`src/core/sdsc_regs.vh`:
```
// Register indices, field positions and reset values of the detector configuration bank
`ifndef SDSC_REGS_VH
`define SDSC_REGS_VH

// Register indices; byte address is four times the index
`define SDSC_IDX_LOW_LEVEL_A 8'hb6
`define SDSC_IDX_LOW_LEVEL_B 8'hb7
`define SDSC_IDX_RANGE_A 8'hb8
`define SDSC_IDX_RANGE_B 8'hb9
`define SDSC_IDX_WAKEUP_A 8'hc0
`define SDSC_IDX_WAKEUP_B 8'hc1
`define SDSC_IDX_PRESLC_A 8'hc2
`define SDSC_IDX_PRESLC_B 8'hc3
`define SDSC_IDX_STATUS 8'hc4

// Reset values
`define SDSC_RST_LOW_LEVEL 8'h00
`define SDSC_RST_WAKEUP 8'h00
`define SDSC_RST_PRESLC 8'h80
`define SDSC_RST_RANGE 8'h08

// Wake-up detector fields
`define SDSC_WU_CNT_HI 7
`define SDSC_WU_CNT_LO 6
`define SDSC_WU_THR_HI 5
`define SDSC_WU_THR_LO 0

// Pre-slicer fields
`define SDSC_PS_OFF_BIT 7
`define SDSC_PS_HYS_HI 6
`define SDSC_PS_HYS_LO 5
`define SDSC_PS_THR_HI 4
`define SDSC_PS_THR_LO 0

// Low-level detector fields
`define SDSC_LL_SRC_BIT 7
`define SDSC_LL_MAN_BIT 6
`define SDSC_LL_THR_HI 5
`define SDSC_LL_THR_LO 0

// Range factor control field
`define SDSC_RF_HI 3
`define SDSC_RF_LO 2

// Noise detector configuration that arms the low-level threshold
`define SDSC_NDCFG_LOW_ON 2'h3

// Status register bit positions
`define SDSC_ST_SIG_DET 0
`define SDSC_ST_LOW_DET 1
`define SDSC_ST_RF_LO 2
`define SDSC_ST_RF_HI 3
`define SDSC_ST_PS_EN 4
`define SDSC_ST_SET_B 5

`endif

```
`src/core/sdsc_detect.v`:
```
// Threshold comparator with range factor scaling
`timescale 1ns/1ps
`default_nettype none

module sdsc_detect (
    input wire [15:0] value_i,     // Measured detector value
    input wire [1:0] factor_i,     // Range factor code
    input wire [5:0] threshold_i,  // Threshold level
    input wire enable_i,           // Comparison armed
    output wire hit_o              // Value above threshold
);

    reg [15:0] scaled;

    // RQ11 range factor divide
    always @* begin
        case (factor_i)
            2'h0: scaled = value_i >> 2;
            2'h1: scaled = value_i >> 4;
            2'h2: scaled = value_i >> 6;
            2'h3: scaled = value_i >> 8;
            default: scaled = value_i;
        endcase
    end

    // Strictly above threshold only
    assign hit_o = enable_i && (scaled > {10'h000, threshold_i});

endmodule

`default_nettype wire

```
`src/core/sdsc_top.v`:
```
// Signal detector and pre-slicer configuration bank with AHB-Lite register port
//
// Functional notes
// RQ1: Software sets wake-up threshold counter bits 7:6 to 00b, counter disabled.
// RQ2: Device holds six-bit wake-up threshold level in bits 5:0.
// RQ3: Pre-slicer control bit 7: 0 enables, 1 disables; disabled by default.
// RQ4: Software enables pre-slicer only in gap-protocol framing with standard settings.
// RQ5: Software sets pre-slicer hysteresis bits 6:5 to 01b.
// RQ6: Software sets pre-slicer threshold bits 4:0 to 10010b.
// RQ7: Low-level bit 7 selects noise statistic: 0 ASK noise, 1 FSK deviation signal.
// RQ8: Low-level bit 6 clear: range factor taken automatically from data rate.
// RQ9: Low-level bit 6 set: range factor taken from range-selection control register.
// RQ10: Low-level threshold acts only when noise detector configuration is 11b.
// RQ11: Range codes 0..3 mean factors 2,4,6,8; value divided by 2^factor; default 10b.
// RQ12: Signal reported only when scaled value exceeds active-mode threshold.
`timescale 1ns/1ps
`default_nettype none
`include "sdsc_regs.vh"

module sdsc_top (
    input wire core_clk_i,              // 10 MHz clock
    input wire rst_i,                   // Async reset, active high
    input wire hsel_i,                  // AHB slave select
    input wire [31:0] haddr_i,          // AHB address
    input wire [1:0] htrans_i,          // AHB transfer type
    input wire hwrite_i,                // AHB write
    input wire [2:0] hsize_i,           // AHB size
    input wire [31:0] hwdata_i,         // AHB write data
    input wire hready_i,                // AHB ready in
    output reg [31:0] hrdata_o,         // AHB read data
    output reg hreadyout_o,             // AHB ready out
    output reg hresp_o,                 // AHB response, always OKAY
    input wire set_b_i,                 // Use configuration set B
    input wire wake_mode_i,             // Wake-up mode active
    input wire [5:0] run_threshold_i,   // Run mode threshold level
    input wire [1:0] rate_factor_i,     // Range factor derived from data rate
    input wire [1:0] noise_det_cfg_i,   // Noise detector configuration
    input wire [15:0] detector_value_i, // Measured detector value
    input wire [7:0] ask_noise_i,       // ASK noise power statistic
    input wire [7:0] fsk_dev_sig_i,     // Signal for minimum FSK deviation
    output reg sig_detect_o,            // Signal detected
    output reg low_detect_o,            // Low-level threshold exceeded
    output reg [7:0] noise_stat_o,      // Selected noise statistic
    output reg [1:0] range_factor_o,    // Active range factor code
    output reg [1:0] detect_cnt_o,      // Wake-up threshold counter setting
    output reg pre_slicer_en_o,         // Pre-slicer enabled
    output reg [1:0] pre_slicer_hyst_o, // Pre-slicer hysteresis
    output reg [4:0] pre_slicer_thr_o   // Pre-slicer threshold
);

    // Word index of a byte address
    function [7:0] word_index;
        input [31:0] addr;
        begin
            word_index = addr[9:2];
        end
    endfunction

    reg [7:0] low_level_a_r;
    reg [7:0] low_level_b_r;
    reg [7:0] wakeup_a_r;
    reg [7:0] wakeup_b_r;
    reg [7:0] pre_slicer_a_r;
    reg [7:0] pre_slicer_b_r;
    reg [7:0] range_a_r;
    reg [7:0] range_b_r;
    reg wr_pend_r;
    reg [7:0] wr_idx_r;
    reg [31:0] rd_nxt;
    reg [7:0] status;
    wire addr_phase;
    wire [7:0] low_level;
    wire [7:0] wakeup;
    wire [7:0] pre_slicer;
    wire [7:0] range_ctl;
    wire [1:0] factor;
    wire [5:0] active_thr;
    wire low_armed;
    wire sig_hit;
    wire low_hit;

    // Valid transfer in address phase
    assign addr_phase = hsel_i && htrans_i[1] && hready_i;

    // Active configuration set
    assign low_level = set_b_i ? low_level_b_r : low_level_a_r;
    assign wakeup = set_b_i ? wakeup_b_r : wakeup_a_r;
    assign pre_slicer = set_b_i ? pre_slicer_b_r : pre_slicer_a_r;
    assign range_ctl = set_b_i ? range_b_r : range_a_r;

    // RQ8 RQ9 range factor source
    assign factor = low_level[`SDSC_LL_MAN_BIT] ? range_ctl[`SDSC_RF_HI:`SDSC_RF_LO] : rate_factor_i;

    // RQ2 RQ12 mode threshold choice
    assign active_thr = wake_mode_i ? wakeup[`SDSC_WU_THR_HI:`SDSC_WU_THR_LO] : run_threshold_i;

    // RQ10 low-level threshold arming
    assign low_armed = (noise_det_cfg_i == `SDSC_NDCFG_LOW_ON);

    // RQ11 RQ12 main detector comparison
    sdsc_detect u_sig_det (
        .value_i(detector_value_i),
        .factor_i(factor),
        .threshold_i(active_thr),
        .enable_i(1'b1),
        .hit_o(sig_hit)
    );

    // RQ10 low-level comparison
    sdsc_detect u_low_det (
        .value_i(detector_value_i),
        .factor_i(factor),
        .threshold_i(low_level[`SDSC_LL_THR_HI:`SDSC_LL_THR_LO]),
        .enable_i(low_armed),
        .hit_o(low_hit)
    );

    // Status word of the block's own state
    always @* begin
        status = 8'h00;
        status[`SDSC_ST_SIG_DET] = sig_detect_o;
        status[`SDSC_ST_LOW_DET] = low_detect_o;
        status[`SDSC_ST_RF_HI:`SDSC_ST_RF_LO] = range_factor_o;
        status[`SDSC_ST_PS_EN] = pre_slicer_en_o;
        status[`SDSC_ST_SET_B] = set_b_i;
    end

    // Read data; configuration registers are write-only and read zero
    always @* begin
        if (word_index(haddr_i) == `SDSC_IDX_STATUS) begin
            rd_nxt = {24'h000000, status};
        end else begin
            rd_nxt = 32'h00000000;
        end
    end

    // Bus slave: zero wait states, OKAY always
    always @(posedge core_clk_i or posedge rst_i) begin
        if (rst_i) begin
            hrdata_o <= 32'h00000000;
            hreadyout_o <= 1'b1;
            hresp_o <= 1'b0;
            wr_pend_r <= 1'b0;
            wr_idx_r <= 8'h00;
        end else begin
            hreadyout_o <= 1'b1;
            hresp_o <= 1'b0;
            wr_pend_r <= addr_phase && hwrite_i;
            if (addr_phase) begin
                wr_idx_r <= word_index(haddr_i);
            end
            if (addr_phase && !hwrite_i) begin
                hrdata_o <= rd_nxt;
            end
        end
    end

    // Register writes in the data phase
    always @(posedge core_clk_i or posedge rst_i) begin
        if (rst_i) begin
            low_level_a_r <= `SDSC_RST_LOW_LEVEL;
            low_level_b_r <= `SDSC_RST_LOW_LEVEL;
            wakeup_a_r <= `SDSC_RST_WAKEUP;
            wakeup_b_r <= `SDSC_RST_WAKEUP;
            // RQ3 pre-slicer off after reset
            pre_slicer_a_r <= `SDSC_RST_PRESLC;
            pre_slicer_b_r <= `SDSC_RST_PRESLC;
            // RQ11 default factor code 10b
            range_a_r <= `SDSC_RST_RANGE;
            range_b_r <= `SDSC_RST_RANGE;
        end else if (wr_pend_r) begin
            case (wr_idx_r)
                `SDSC_IDX_LOW_LEVEL_A: low_level_a_r <= hwdata_i[7:0];
                `SDSC_IDX_LOW_LEVEL_B: low_level_b_r <= hwdata_i[7:0];
                `SDSC_IDX_WAKEUP_A: wakeup_a_r <= hwdata_i[7:0];
                `SDSC_IDX_WAKEUP_B: wakeup_b_r <= hwdata_i[7:0];
                `SDSC_IDX_PRESLC_A: pre_slicer_a_r <= hwdata_i[7:0];
                `SDSC_IDX_PRESLC_B: pre_slicer_b_r <= hwdata_i[7:0];
                `SDSC_IDX_RANGE_A: range_a_r <= {4'h0, hwdata_i[`SDSC_RF_HI:`SDSC_RF_LO], 2'h0};
                `SDSC_IDX_RANGE_B: range_b_r <= {4'h0, hwdata_i[`SDSC_RF_HI:`SDSC_RF_LO], 2'h0};
                default: ;
            endcase
        end
    end

    // Registered block outputs
    always @(posedge core_clk_i or posedge rst_i) begin
        if (rst_i) begin
            sig_detect_o <= 1'b0;
            low_detect_o <= 1'b0;
            noise_stat_o <= 8'h00;
            range_factor_o <= 2'h2;
            detect_cnt_o <= 2'h0;
            pre_slicer_en_o <= 1'b0;
            pre_slicer_hyst_o <= 2'h0;
            pre_slicer_thr_o <= 5'h00;
        end else begin
            // RQ12 detection flags
            sig_detect_o <= sig_hit;
            low_detect_o <= low_hit;
            // RQ7 noise statistic source
            noise_stat_o <= low_level[`SDSC_LL_SRC_BIT] ? fsk_dev_sig_i : ask_noise_i;
            range_factor_o <= factor;
            // RQ1 counter setting passed to detector
            detect_cnt_o <= wakeup[`SDSC_WU_CNT_HI:`SDSC_WU_CNT_LO];
            // RQ3 active-low enable bit
            pre_slicer_en_o <= ~pre_slicer[`SDSC_PS_OFF_BIT];
            // RQ5 RQ6 hysteresis and threshold fields
            pre_slicer_hyst_o <= pre_slicer[`SDSC_PS_HYS_HI:`SDSC_PS_HYS_LO];
            pre_slicer_thr_o <= pre_slicer[`SDSC_PS_THR_HI:`SDSC_PS_THR_LO];
        end
    end

endmodule

`default_nettype wire

```
`config.mk`:
```
export PLATFORM = sky130hd
export DESIGN_NAME = sdsc_top
export DESIGN_NICKNAME = d
export VERILOG_FILES = /design/src/core/sdsc_detect.v /design/src/core/sdsc_top.v
export VERILOG_INCLUDE_DIRS = /design/src /design/src/core
export SDC_FILE = /design/constraint.sdc
export NUM_CORES = 1
export LEC_CHECK = 0
export BUFFER_PORTS_ARGS = -buffer_cell sky130_fd_sc_hd__buf_4
export CAP_MARGIN = 20
export CORE_AREA = 2 2 107 109
export CTS_CLUSTER_DIAMETER = 50
export DETAILED_ROUTE_END_ITERATION = 10
export DIE_AREA = 0 0 109 111
export PLACE_DENSITY = 0.76
export SYNTH_ARGS = -nofsm -noshare
export SYNTH_HDL_FRONTEND = slang
export SYNTH_SLANG_ARGS = --single-unit
```
`constraint.sdc`:
```
create_clock -name core_clk_i -period 2.6 [get_ports core_clk_i]
set_input_delay 0.13 -clock core_clk_i [delete_from_list [all_inputs] [get_ports core_clk_i]]
set_output_delay 0.13 -clock core_clk_i [all_outputs]
set_load 0.1 [all_outputs]
```
==> results.md, run 1 <==
* Critical R2R Launch: low_level_b_r[6]$_DFFE_PP0P_
* Final WL at 8600 um
* Syn. warnings at 0
* Reg clk slew, reported paths at 0.06 ns
* Routed len/inst at 15.1 um
* Syn Area/Cell at 13.4 um^2
* Multi-input gate area at 0.00190 mm^2
* Post-synthesis sequential area ratio at 52.0%
* Root buffer cell: clkbuf_16
* Share of the synthesized area in the top cell type at 49.0%
* Num rows at 39
* Hold Path Origin: fsk_dev_sig_i[5]
* Hold EP: noise_stat_o[5]$_DFF_PP0_
* Fill cell count at 982
* GRT Total Usage at 14.9%
* Skew-Pair Late Insertion Delay at 0.34 ns
* Worst R2R Path Depth at 9
* Dpl hpwl at 6490 um
* Syn-to-layout area delta at 25.5%
* Largest net degree at the start of global routing at 51
* Antenna diodes at 0
* Number of global-route vias before repair at 2835
* Pins Over Slew Limit at 0
* Count leader, synth: dfrtp_1
* Fmax at 410 MHz
* Worst Path Max Fanout at 3
* Postcts setup bufs at 0
* Most Frequent Cell on Critical Path: o21ai_0
* Slowest stage delay, CP at 0.59 ns
* Unrepaired setup endpoints after global routing: false
* Max VDD drop at 0.299 mV
* Top FF cell, synth: dfrtp_1
* Outcome: finished clean
* Final #Nets at 550
* CTS tree: built
* Synth Register Bits at 89
* CTS Sinks at 89
* Syn Inst Count at 320
* Inserted Clock Buffers at 9
* Total grt overflow at 0
* Die area at 0.0121 mm^2
* HP Class: in2reg
* Power Density at 666 mW/mm^2
* Via/cell ratio at 4.88
* Slew HR at 44.5%
* IO Port Bufs at 91
* Share of layout cells above drive strength 1 at 48.7%
* Die H at 111 um
* Worst Setup Path Type: reg2reg
* I/O pin count at 174
* Initial core utilization at 38.7%
* Pre-antenna DRT Iters at 4
* DRT antenna net count at 0
* Die Span X at 109 um
* First-pass GRT wire length at 13900 um
* Post-synth EDFFs at 0
* Period utilisation layout at 93.8%
* Post-Syn Area at 0.00429 mm^2
* Final setup fails at 0
* Fin crit period at 2.44 ns
* Arrival time of the worst setup path at 2.64 ns
* Overall power at 3.59 mW
* Worst path cell trace: mux2i_1 -> mux2i_2 -> mux4_2 -> ha_1 -> nor2b_1 -> o21ai_0 -> a21oi_1 -> nor3_1 -> o21ai_0
* Initial antenna violation count at 0
* Reg-to-reg slack, setup at 0.16 ns
* Startpoint class of the critical path: flip-flop
* Via count at 2773
* Area contributors post-synth: dfrtp_1 (49%), mux2_2 (20%), mux2i_1 (6.5%)
* Hold Violations, Final at 0
* Clock Skew at 0.00617 ns
* Crit Reg-Reg Endpoint: sig_detect_o$_DFF_PP0_
* DR iter-0 viols at 104
* GP Congestion at 0.783
* Critical path capture point type: flip-flop
* Max_cap viols at 0
* Post-synth top cells: dfrtp_1 (84), mux2_2 (78), buf_4 (28), mux2i_1 (28), ha_1 (12)
* Slowest-stage cell, CP: mux4_2
* Leading area contributor after synthesis: dfrtp_1
* Worst Path Required at 2.80 ns
* Ys async rst share at 100%
* Yosys cell types at 38
* Setup TNS at 0 ns
* WHS Path Cells at 2
* Clk buf depth at 2
* Core Area at 0.0111 mm^2
* Sequential cell area at 0.00223 mm^2
* DRC viols at 0
* Depth of the CTS H-tree at 3
* LEAKAGE at 2.56 nW
* Worst-Margin Slew at 0.832 ns
-- where the power goes --
group / switching (mW) / leakage, nW / internal [mW]
Sequential: 0.0613 / 1.09 / 1.46
Combinational: 0.521 / 1.33 / 0.232
Clock: 0.531 / 0.142 / 0.776
Total: 1.11 / 2.56 / 2.47
-- area by class of cell --
type,instances,share of cell area (%)
well taps,143,3.32
clock buffers,11,4.51
inverters,4,0.302
repair buffers,98,13.9
multi-input cells,218,35.3
flip-flops and latches,89,41.5
clock inverters,5,1.16
-- cell families (layout without fill, tap and decap cells) --
kind of cell               Yosys count  count (layout)  synth area share (%)
other                                2              28                 0.175
and+or+nand+nor                     43              43                  6.50
AOI/OAI and AO/OA                   27              27                  3.91
muxes                              108             108                  27.9
DFF                                 89              89                  52.0
adders and majority gates           12              12                  3.50
buffers and inverters               39             118                  5.95
-- worst max path at each step --
stage,start,endpoint,slack (ns)
2_1_floorplan,low_level_b_r[6]$_DFFE_PP0P_,sig_detect_o$_DFF_PP0_,0.05
3_3_place_gp,low_level_b_r[6]$_DFFE_PP0P_,sig_detect_o$_DFF_PP0_,0.11
3_5_place_dp,low_level_b_r[6]$_DFFE_PP0P_,sig_detect_o$_DFF_PP0_,0.09
4_1_cts,low_level_b_r[6]$_DFFE_PP0P_,sig_detect_o$_DFF_PP0_,0.07
5_1_grt,range_b_r[3]$_DFFE_PP1P_,low_detect_o$_DFF_PP0_,0.003
6_report,low_level_b_r[6]$_DFFE_PP0P_,sig_detect_o$_DFF_PP0_,0.16
-- layout by cell type (no fill, tap or decap), types with 2 or more instances in the layout --
cell type / n
nand3b_2: 2
nor2b_1: 3
clkinvlp_4: 2
mux2_2: 78
mux2i_2: 2
buf_4: 96
a211oi_1: 2
nand2_1: 11
clkbuf_16: 9
nand3_1: 3
nor3_1: 2
inv_1: 3
nor4_1: 2
nand4_1: 2
dfstp_2: 5
conb_1: 28
dfrtp_1: 84
mux2i_1: 27
a21oi_1: 8
nor2_1: 7
ha_1: 12
o21ai_0: 8
a22o_1: 6
-- metal layers --
| metal | up-vias | share of wire [%] | wire (um) | track usage (%) |
|---|---|---|---|---|
| met3 | 11 | 5.3 | 456 | 4.12 |
| li1 | 1296 | - | - | - |
| met4 | 0 | 1.5 | 125 | 4.70 |
| met1 | 1387 | 43 | 3700 | 19.1 |
| met5 | - | 0 | 0 | 0 |
| met2 | 79 | 50 | 4310 | 24.3 |
-- critical path, delay by kind of cell (launching register included) --
kind / cells / cell delay, ns
flops: 1 / 0.42
fa+ha+maj: 1 / 0.32
simple gates: 2 / 0.25
compound gates: 3 / 0.34
mux: 3 / 0.96
-- flip-flops by register name (all words and copies together), names as in the netlist, 5 cells and up --
name and cells:
hrdata_o 6, low_level_a_r 8, low_level_b_r 8, noise_stat_o 8
pre_slicer_a_r 8, pre_slicer_b_r 8, pre_slicer_thr_o 5, wakeup_a_r 8
wakeup_b_r 8, wr_idx_r 8
-- through the flow --
step	area (um^2)	hold slack (ns)	util, %	worst slack [ns]	instances
2_1_floorplan	4390	0.240	-	0.0496	346
3_3_place_gp	5070	0.323	45.8	0.110	551
3_5_place_dp	5070	0.333	45.8	0.0922	551
4_1_cts	5390	0.00865	48.6	0.0681	568
5_1_grt	5390	0.0126	48.6	0.00287	568
6_report	5390	0.0153	48.6	0.160	568
-- repair_timing --
| item | in CTS | in global routing |
|---|---|---|
| endpoints found under the hold margin | 43 | 0 |
| resized for setup | 0 | 3 |
| endpoints found under the setup margin | 0 | 2 |
| hold buffers | 1 | 0 |
No activity file was read; power rests on OpenSTA's default activity.
==> inputs of run 2 (changes only) <==
--- a/config.mk
+++ b/config.mk
@@ -8,11 +8,12 @@
 export LEC_CHECK = 0
 export BUFFER_PORTS_ARGS = -buffer_cell sky130_fd_sc_hd__buf_4
 export CAP_MARGIN = 20
-export CORE_AREA = 2 2 107 109
+export CORE_AREA = 2 2 123 95
 export CTS_CLUSTER_DIAMETER = 50
 export DETAILED_ROUTE_END_ITERATION = 10
-export DIE_AREA = 0 0 109 111
-export PLACE_DENSITY = 0.76
+export DIE_AREA = 0 0 125 97
+export GPL_TIMING_DRIVEN = 0
+export PLACE_DENSITY = 0.73
 export SYNTH_ARGS = -nofsm -noshare
 export SYNTH_HDL_FRONTEND = slang
 export SYNTH_SLANG_ARGS = --single-unit
==> constraint.sdc (replaced) <==
create_clock -name core_clk_i -period 2.9 [get_ports core_clk_i]
set_input_delay 0.145 -clock core_clk_i [delete_from_list [all_inputs] [get_ports core_clk_i]]
set_output_delay 0.145 -clock core_clk_i [all_outputs]
set_load 0.1 [all_outputs]
==> run 2 against run 1 <==
- final cell count is 4.8% higher
- count of clock-buffer cells in the layout rose by 1
- worst hold slack gained 0.020 ns
- sequential power decreased by 12%
- sequential share of layout area down 1.5 points
- global-route usage is 0.59 points higher
- critical path type unchanged
- highest routed layer unchanged
- first-iteration DRC count up 26%
==> results.md, run 2 (synthesis gave the netlist of run 1 again) <==
* Hold Violations, Final at 0
* Final instance area at 0.00559 mm^2
* Reg clk slew, reported paths at 0.06 ns
* Dpl hpwl at 7020 um
* Inserted Clock Buffers at 9
* Worst-Margin Slew at 0.883 ns
* DR iter-0 viols at 131
* Critical R2R Launch: low_level_a_r[6]$_DFFE_PP0P_
* GRT Total Usage at 15.5%
* Sequential cell area at 0.00223 mm^2
* Arrival time of the worst setup path at 2.92 ns
* Reg-to-reg slack, setup at 0.14 ns
* Power Density at 576 mW/mm^2
* Critical path capture point type: flip-flop
* Worst R2R Path Depth at 9
* Pre-antenna DRT Iters at 4
* CTS tree: built
* DRC viols at 0
* Slew HR at 39.5%
* Die H at 97 um
* Core Area at 0.0108 mm^2
* Overall power at 3.22 mW
* Routed len/inst at 15.7 um
* LEAKAGE at 2.71 nW
* Crit path max-delay family: multiplexers
* Hold WS at 0.0354 ns
* Multi-input gate area at 0.00191 mm^2
* Fin crit period at 2.76 ns
* Slowest-stage cell, CP: mux4_1
* Most Frequent Cell on Critical Path: o21ai_0
* Via count at 2896
* DRT antenna net count at 0
* Cell Count Post-Placement at 577
* Root buffer cell: clkbuf_16
* Commonest non-fill, non-tap cell in the layout: buf_4
* I/O pin count at 174
* HP Class: in2reg
* Final setup fails at 0
* Startpoint class of the critical path: flip-flop
* Share of layout cells above drive strength 1 at 50.5%
* Fill cell count at 954
* DP Area at 0.00527 mm^2
* Antenna diodes at 0
* Crit. Startpoint: low_level_a_r[6]$_DFFE_PP0P_
* First-pass GRT wire length at 14700 um
* Final worst slack at 0.145 ns
* Number of global-route vias before repair at 2973
* Max VDD drop at 0.270 mV
* Pins Over Slew Limit at 0
* Worst Path Max Fanout at 6
* Final WL at 9330 um
* Skew-Pair Late Insertion Delay at 0.34 ns
* Depth of the CTS H-tree at 3
* Non-Filler Instances at 595
* Core Util, Final at 51.7%
* GP Congestion at 0.813
* Die Span X at 125 um
* DP Worst Slack at -0.0768 ns
* Max_cap viols at 0
* IO Port Bufs at 90
* CP Capture Point: sig_detect_o$_DFF_PP0_
* Initial antenna violation count at 0
* Via/cell ratio at 4.87
* Outcome: finished clean
* Slowest stage delay, CP at 0.66 ns
* Worst Path Required at 3.06 ns
* Setup TNS at 0 ns
* CP bufs+invs at 0
* Clk buf depth at 2
* Worst Setup Path Type: reg2reg
* Initial core utilization at 39.7%
* Crit Reg-Reg Endpoint: sig_detect_o$_DFF_PP0_
* Syn-to-layout area delta at 30.3%
* Largest net degree at the start of global routing at 47
* Critical path depth at 9
* CTS Sinks at 89
* Num rows at 33
* Fmax at 363 MHz
* Unrepaired setup endpoints after global routing: false
* Clock Skew at 0.00758 ns
* Die area at 0.0121 mm^2
* Period utilisation layout at 95.0%
* Most frequent cells in the layout: buf_4 (120), dfrtp_1 (84), mux2_2 (78), conb_1 (28), mux2i_1 (27)
* Worst path cell trace: mux2i_1 -> mux2i_4 -> mux4_1 -> ha_1 -> nor2b_1 -> o21ai_0 -> a21oi_1 -> nor3_1 -> o21ai_0
* Final #Nets at 580
* Total grt overflow at 0
==> run 2: where the power goes <==
| group | switching (mW) | internal, mW |
|---|---|---|
| Sequential | 0.0396 | 1.31 |
| Clock | 0.468 | 0.673 |
| Combinational | 0.494 | 0.235 |
| Total | 1.00 | 2.22 |
==> run 2: area by class of cell <==
| type | count | area share [%] |
|---|---|---|
| repair buffers | 93 | 12.9 |
| flip-flops and latches | 89 | 39.9 |
| clock buffers | 12 | 4.23 |
| plain buffers | 35 | 4.34 |
| well taps | 140 | 3.13 |
| inverters | 4 | 0.313 |
| clock inverters | 4 | 0.962 |
| multi-input cells | 218 | 34.2 |
==> run 2: repair_timing <==
| action | 4_1_cts | 5_1_grt |
|---|---|---|
| endpoints found under the setup margin | 1 | 2 |
| resized for setup | 1 | 3 |
| setup buffers | 0 | 1 |
| hold buffers | 1 | 0 |
| hold endpoints to repair | 39 | 0 |
==> run 2: how the worst min path moves through the flow <==
stage / slack (ns) / from / cells after the start / end
3_3_place_gp: 0.38 / fsk_dev_sig_i[2] / 2 / noise_stat_o[2]$_DFF_PP0_
2_1_floorplan: 0.26 / noise_det_cfg_i[1] / 2 / low_detect_o$_DFF_PP0_
3_5_place_dp: 0.26 / rst_i / 2 / pre_slicer_hyst_o[0]$_DFF_PP0_
5_1_grt: 0.02 / fsk_dev_sig_i[1] / 2 / noise_stat_o[1]$_DFF_PP0_
4_1_cts: 0.02 / fsk_dev_sig_i[5] / 2 / noise_stat_o[5]$_DFF_PP0_
6_report: 0.04 / fsk_dev_sig_i[5] / 2 / noise_stat_o[5]$_DFF_PP0_
==> run 2: metal layers <==
metal / wire, um / GRT usage, %
met1: 4170 / 20.1
met2: 4550 / 25.0
met3: 537 / 5.42
met4: 71 / 3.59
met5: 0 / 0
==> inputs of run 3 (changes only) <==
--- a/config.mk
+++ b/config.mk
@@ -14,6 +14,8 @@
 export DIE_AREA = 0 0 125 97
 export GPL_TIMING_DRIVEN = 0
 export PLACE_DENSITY = 0.73
+export RECOVER_POWER = 25
 export SYNTH_ARGS = -nofsm -noshare
 export SYNTH_HDL_FRONTEND = slang
 export SYNTH_SLANG_ARGS = --single-unit
+export TNS_END_PERCENT = 30
==> run 3 against run 2 <==
- the flow now finishes with violations (max-capacitance violations, max-slew violations)
- non-clock buffer count unchanged
- final cell count unchanged
- critical path depth unchanged
- setup slack got worse by 0.0070 ns
- sequential cell count unchanged
- count of clock-buffer cells in the layout unchanged
- cell area about the same
- critical endpoint unchanged
==> results.md, run 3 (synthesis gave the netlist of run 1 again) <==
* Root buffer cell: clkbuf_16
* Worst R2R Path Depth at 9
* WHS Path Cells at 2
* First-pass GRT wire length at 14700 um
* Total grt overflow at 0
* Hold Path Origin: fsk_dev_sig_i[5]
* IO Port Bufs at 90
* Clock network fraction of design power at 35.4%
* Reg-to-reg slack, setup at 0.14 ns
* Hold Violations, Final at 0
* Clk buf depth at 2
* CTS tree: built
* Largest net degree at the start of global routing at 47
* Outcome: finished, violations left
* Failing checks: max-capacitance violations, max-slew violations
* Share of layout cells above drive strength 1 at 50.1%
* Fmax at 362 MHz
* LEAKAGE at 2.71 nW
* Depth of the CTS H-tree at 3
* Non-Filler Instances at 595
* Switching share of power at 31.1%
* Syn-to-layout area delta at 30.2%
* Fin crit period at 2.76 ns
* Switching power at 1.00 mW
* Hold EP: noise_stat_o[5]$_DFF_PP0_
* Via/cell ratio at 4.86
* Initial core utilization at 39.7%
* Die Span X at 125 um
* Critical path capture point type: flip-flop
* Inserted Clock Buffers at 9
* I/O pin count at 174
* Worst-Margin Slew at 1.73 ns
* Num rows at 33
* Worst Path Max Fanout at 6
* DRT antenna net count at 0
* Pins Over Slew Limit at 44
* Comb power frac at 22.6%
* Final WL at 9320 um
* Die H at 97 um
* Antenna diodes at 0
* Max VDD drop at 0.270 mV
* Core Area at 0.0108 mm^2
* Arrival time of the worst setup path at 2.92 ns
* GP Congestion at 0.813
* Fill cell count at 956
* Reg clk slew, reported paths at 0.06 ns
* Overall power at 3.22 mW
* Commonest non-fill, non-tap cell in the layout: buf_4
* Sequential Power Share at 42.0%
* Skew-Pair Late Insertion Delay at 0.34 ns
* Pre-antenna DRT Iters at 4
* Max_cap viols at 1
* Cell Count Post-Placement at 577
* DRC viols at 0
* DR iter-0 viols at 131
* Crit Reg-Reg Endpoint: sig_detect_o$_DFF_PP0_
* Final #Nets at 580
* Routed len/inst at 15.7 um
* Worst Path Required at 3.06 ns
* Dpl hpwl at 7020 um
* Die area at 0.0121 mm^2
* Period utilisation layout at 95.3%
* HP Class: in2reg
* Most frequent cells in the layout: buf_4 (118), dfrtp_1 (84), mux2_2 (78), conb_1 (28), mux2i_1 (27)
* Worst Setup Path Type: reg2reg
* GRT Total Usage at 15.5%
* Via count at 2893
* Final setup fails at 0
* Power Density at 577 mW/mm^2
* Clock Skew at 0.00761 ns
* Initial antenna violation count at 0
* Critical R2R Launch: low_level_a_r[6]$_DFFE_PP0P_
* Unrepaired setup endpoints after global routing: false
* Slew HR at -15.4%
* Startpoint class of the critical path: flip-flop
* Number of global-route vias before repair at 2973
* CTS Sinks at 89
* Pint at 2.22 mW
==> run 3: cell count changes in the layout (fill, tap and decap cells not counted), sizes merged <==
cell,change
clkbuf,+3
buf,-3
==> run 3: cell type report <==
type | count | area [um^2] | area share (%)
clock inverters | 4 | 53.8 | 0.963
multi-input cells | 218 | 1910 | 34.2
inverters | 4 | 15.0 | 0.269
clock buffers | 12 | 236 | 4.23
flip-flops and latches | 89 | 2230 | 40.0
well taps | 140 | 175 | 3.13
plain buffers | 35 | 241 | 4.32
repair buffers | 93 | 721 | 12.9
==> run 3: worst max-delay path by stage <==
stage | startpoint | to | slack [ns] | cells past startpoint
floorplan | low_level_b_r[6]$_DFFE_PP0P_ | sig_detect_o$_DFF_PP0_ | 0.35 | 9
global placement | rst_i | hrdata_o[3]$_DFFE_PP0P_ | -0.54 | 2
detailed placement | low_level_a_r[6]$_DFFE_PP0P_ | sig_detect_o$_DFF_PP0_ | -0.08 | 9
CTS | range_b_r[3]$_DFFE_PP1P_ | sig_detect_o$_DFF_PP0_ | 0.07 | 10
global route | range_b_r[3]$_DFFE_PP1P_ | sig_detect_o$_DFF_PP0_ | 0.03 | 10
finish | low_level_a_r[6]$_DFFE_PP0P_ | sig_detect_o$_DFF_PP0_ | 0.14 | 9
==> run 3: stage by stage <==
stage          instance area, um^2  TNS [ns]  worst slack [ns]  utilization [%]  hold WS, ns
3_3_place_gp                  5240    -44.95            -0.537             48.4        0.380
2_1_floorplan                 4390         0             0.350                -        0.255
3_5_place_dp                  5270   -0.0768           -0.0768             48.7        0.259
5_1_grt                       5590         0            0.0277             51.7       0.0202
6_report                      5590         0             0.138             51.7       0.0354
4_1_cts                       5580         0            0.0661             51.6       0.0176
==> run 3: power groups by stage <==
stage                     registers, mW  logic [mW]  clock network, mW
after detailed placement           1.37       0.724                  0
final                              1.35       0.729               1.14
after floorplan                    1.51       0.400                  0
after global placement             1.37       0.704                  0
after global routing               1.36       0.771               1.22
after CTS                          1.35       0.730               1.18
==> run 3: repair_timing <==
action                                 CTS  global route
endpoints found under the hold margin   39             0
setup buffers                            0             1
gates cloned                             0             0
setup endpoints to repair                1             2
gates resized for setup                  1             3
pin swaps                                0             0
hold buffers                             1             0
==> run 3: routing by layer <==
metal  wire [um]  GRT usage (%)  vias up
met1        4170           20.1     1451
met2        4550           25.0       74
met5           0              0        -
met3         532           5.42        8
met4          71           3.59        0
li1            -              -     1360
==> run 3: worst max-delay path: stages (launching register included) <==
cell	delay, ns
dfrtp_1	0.41
mux2i_1	0.17
mux2i_4	0.27
mux4_1	0.66
ha_1	0.34
nor2b_1	0.14
o21ai_0	0.17
a21oi_1	0.10
nor3_1	0.15
o21ai_0	0.18
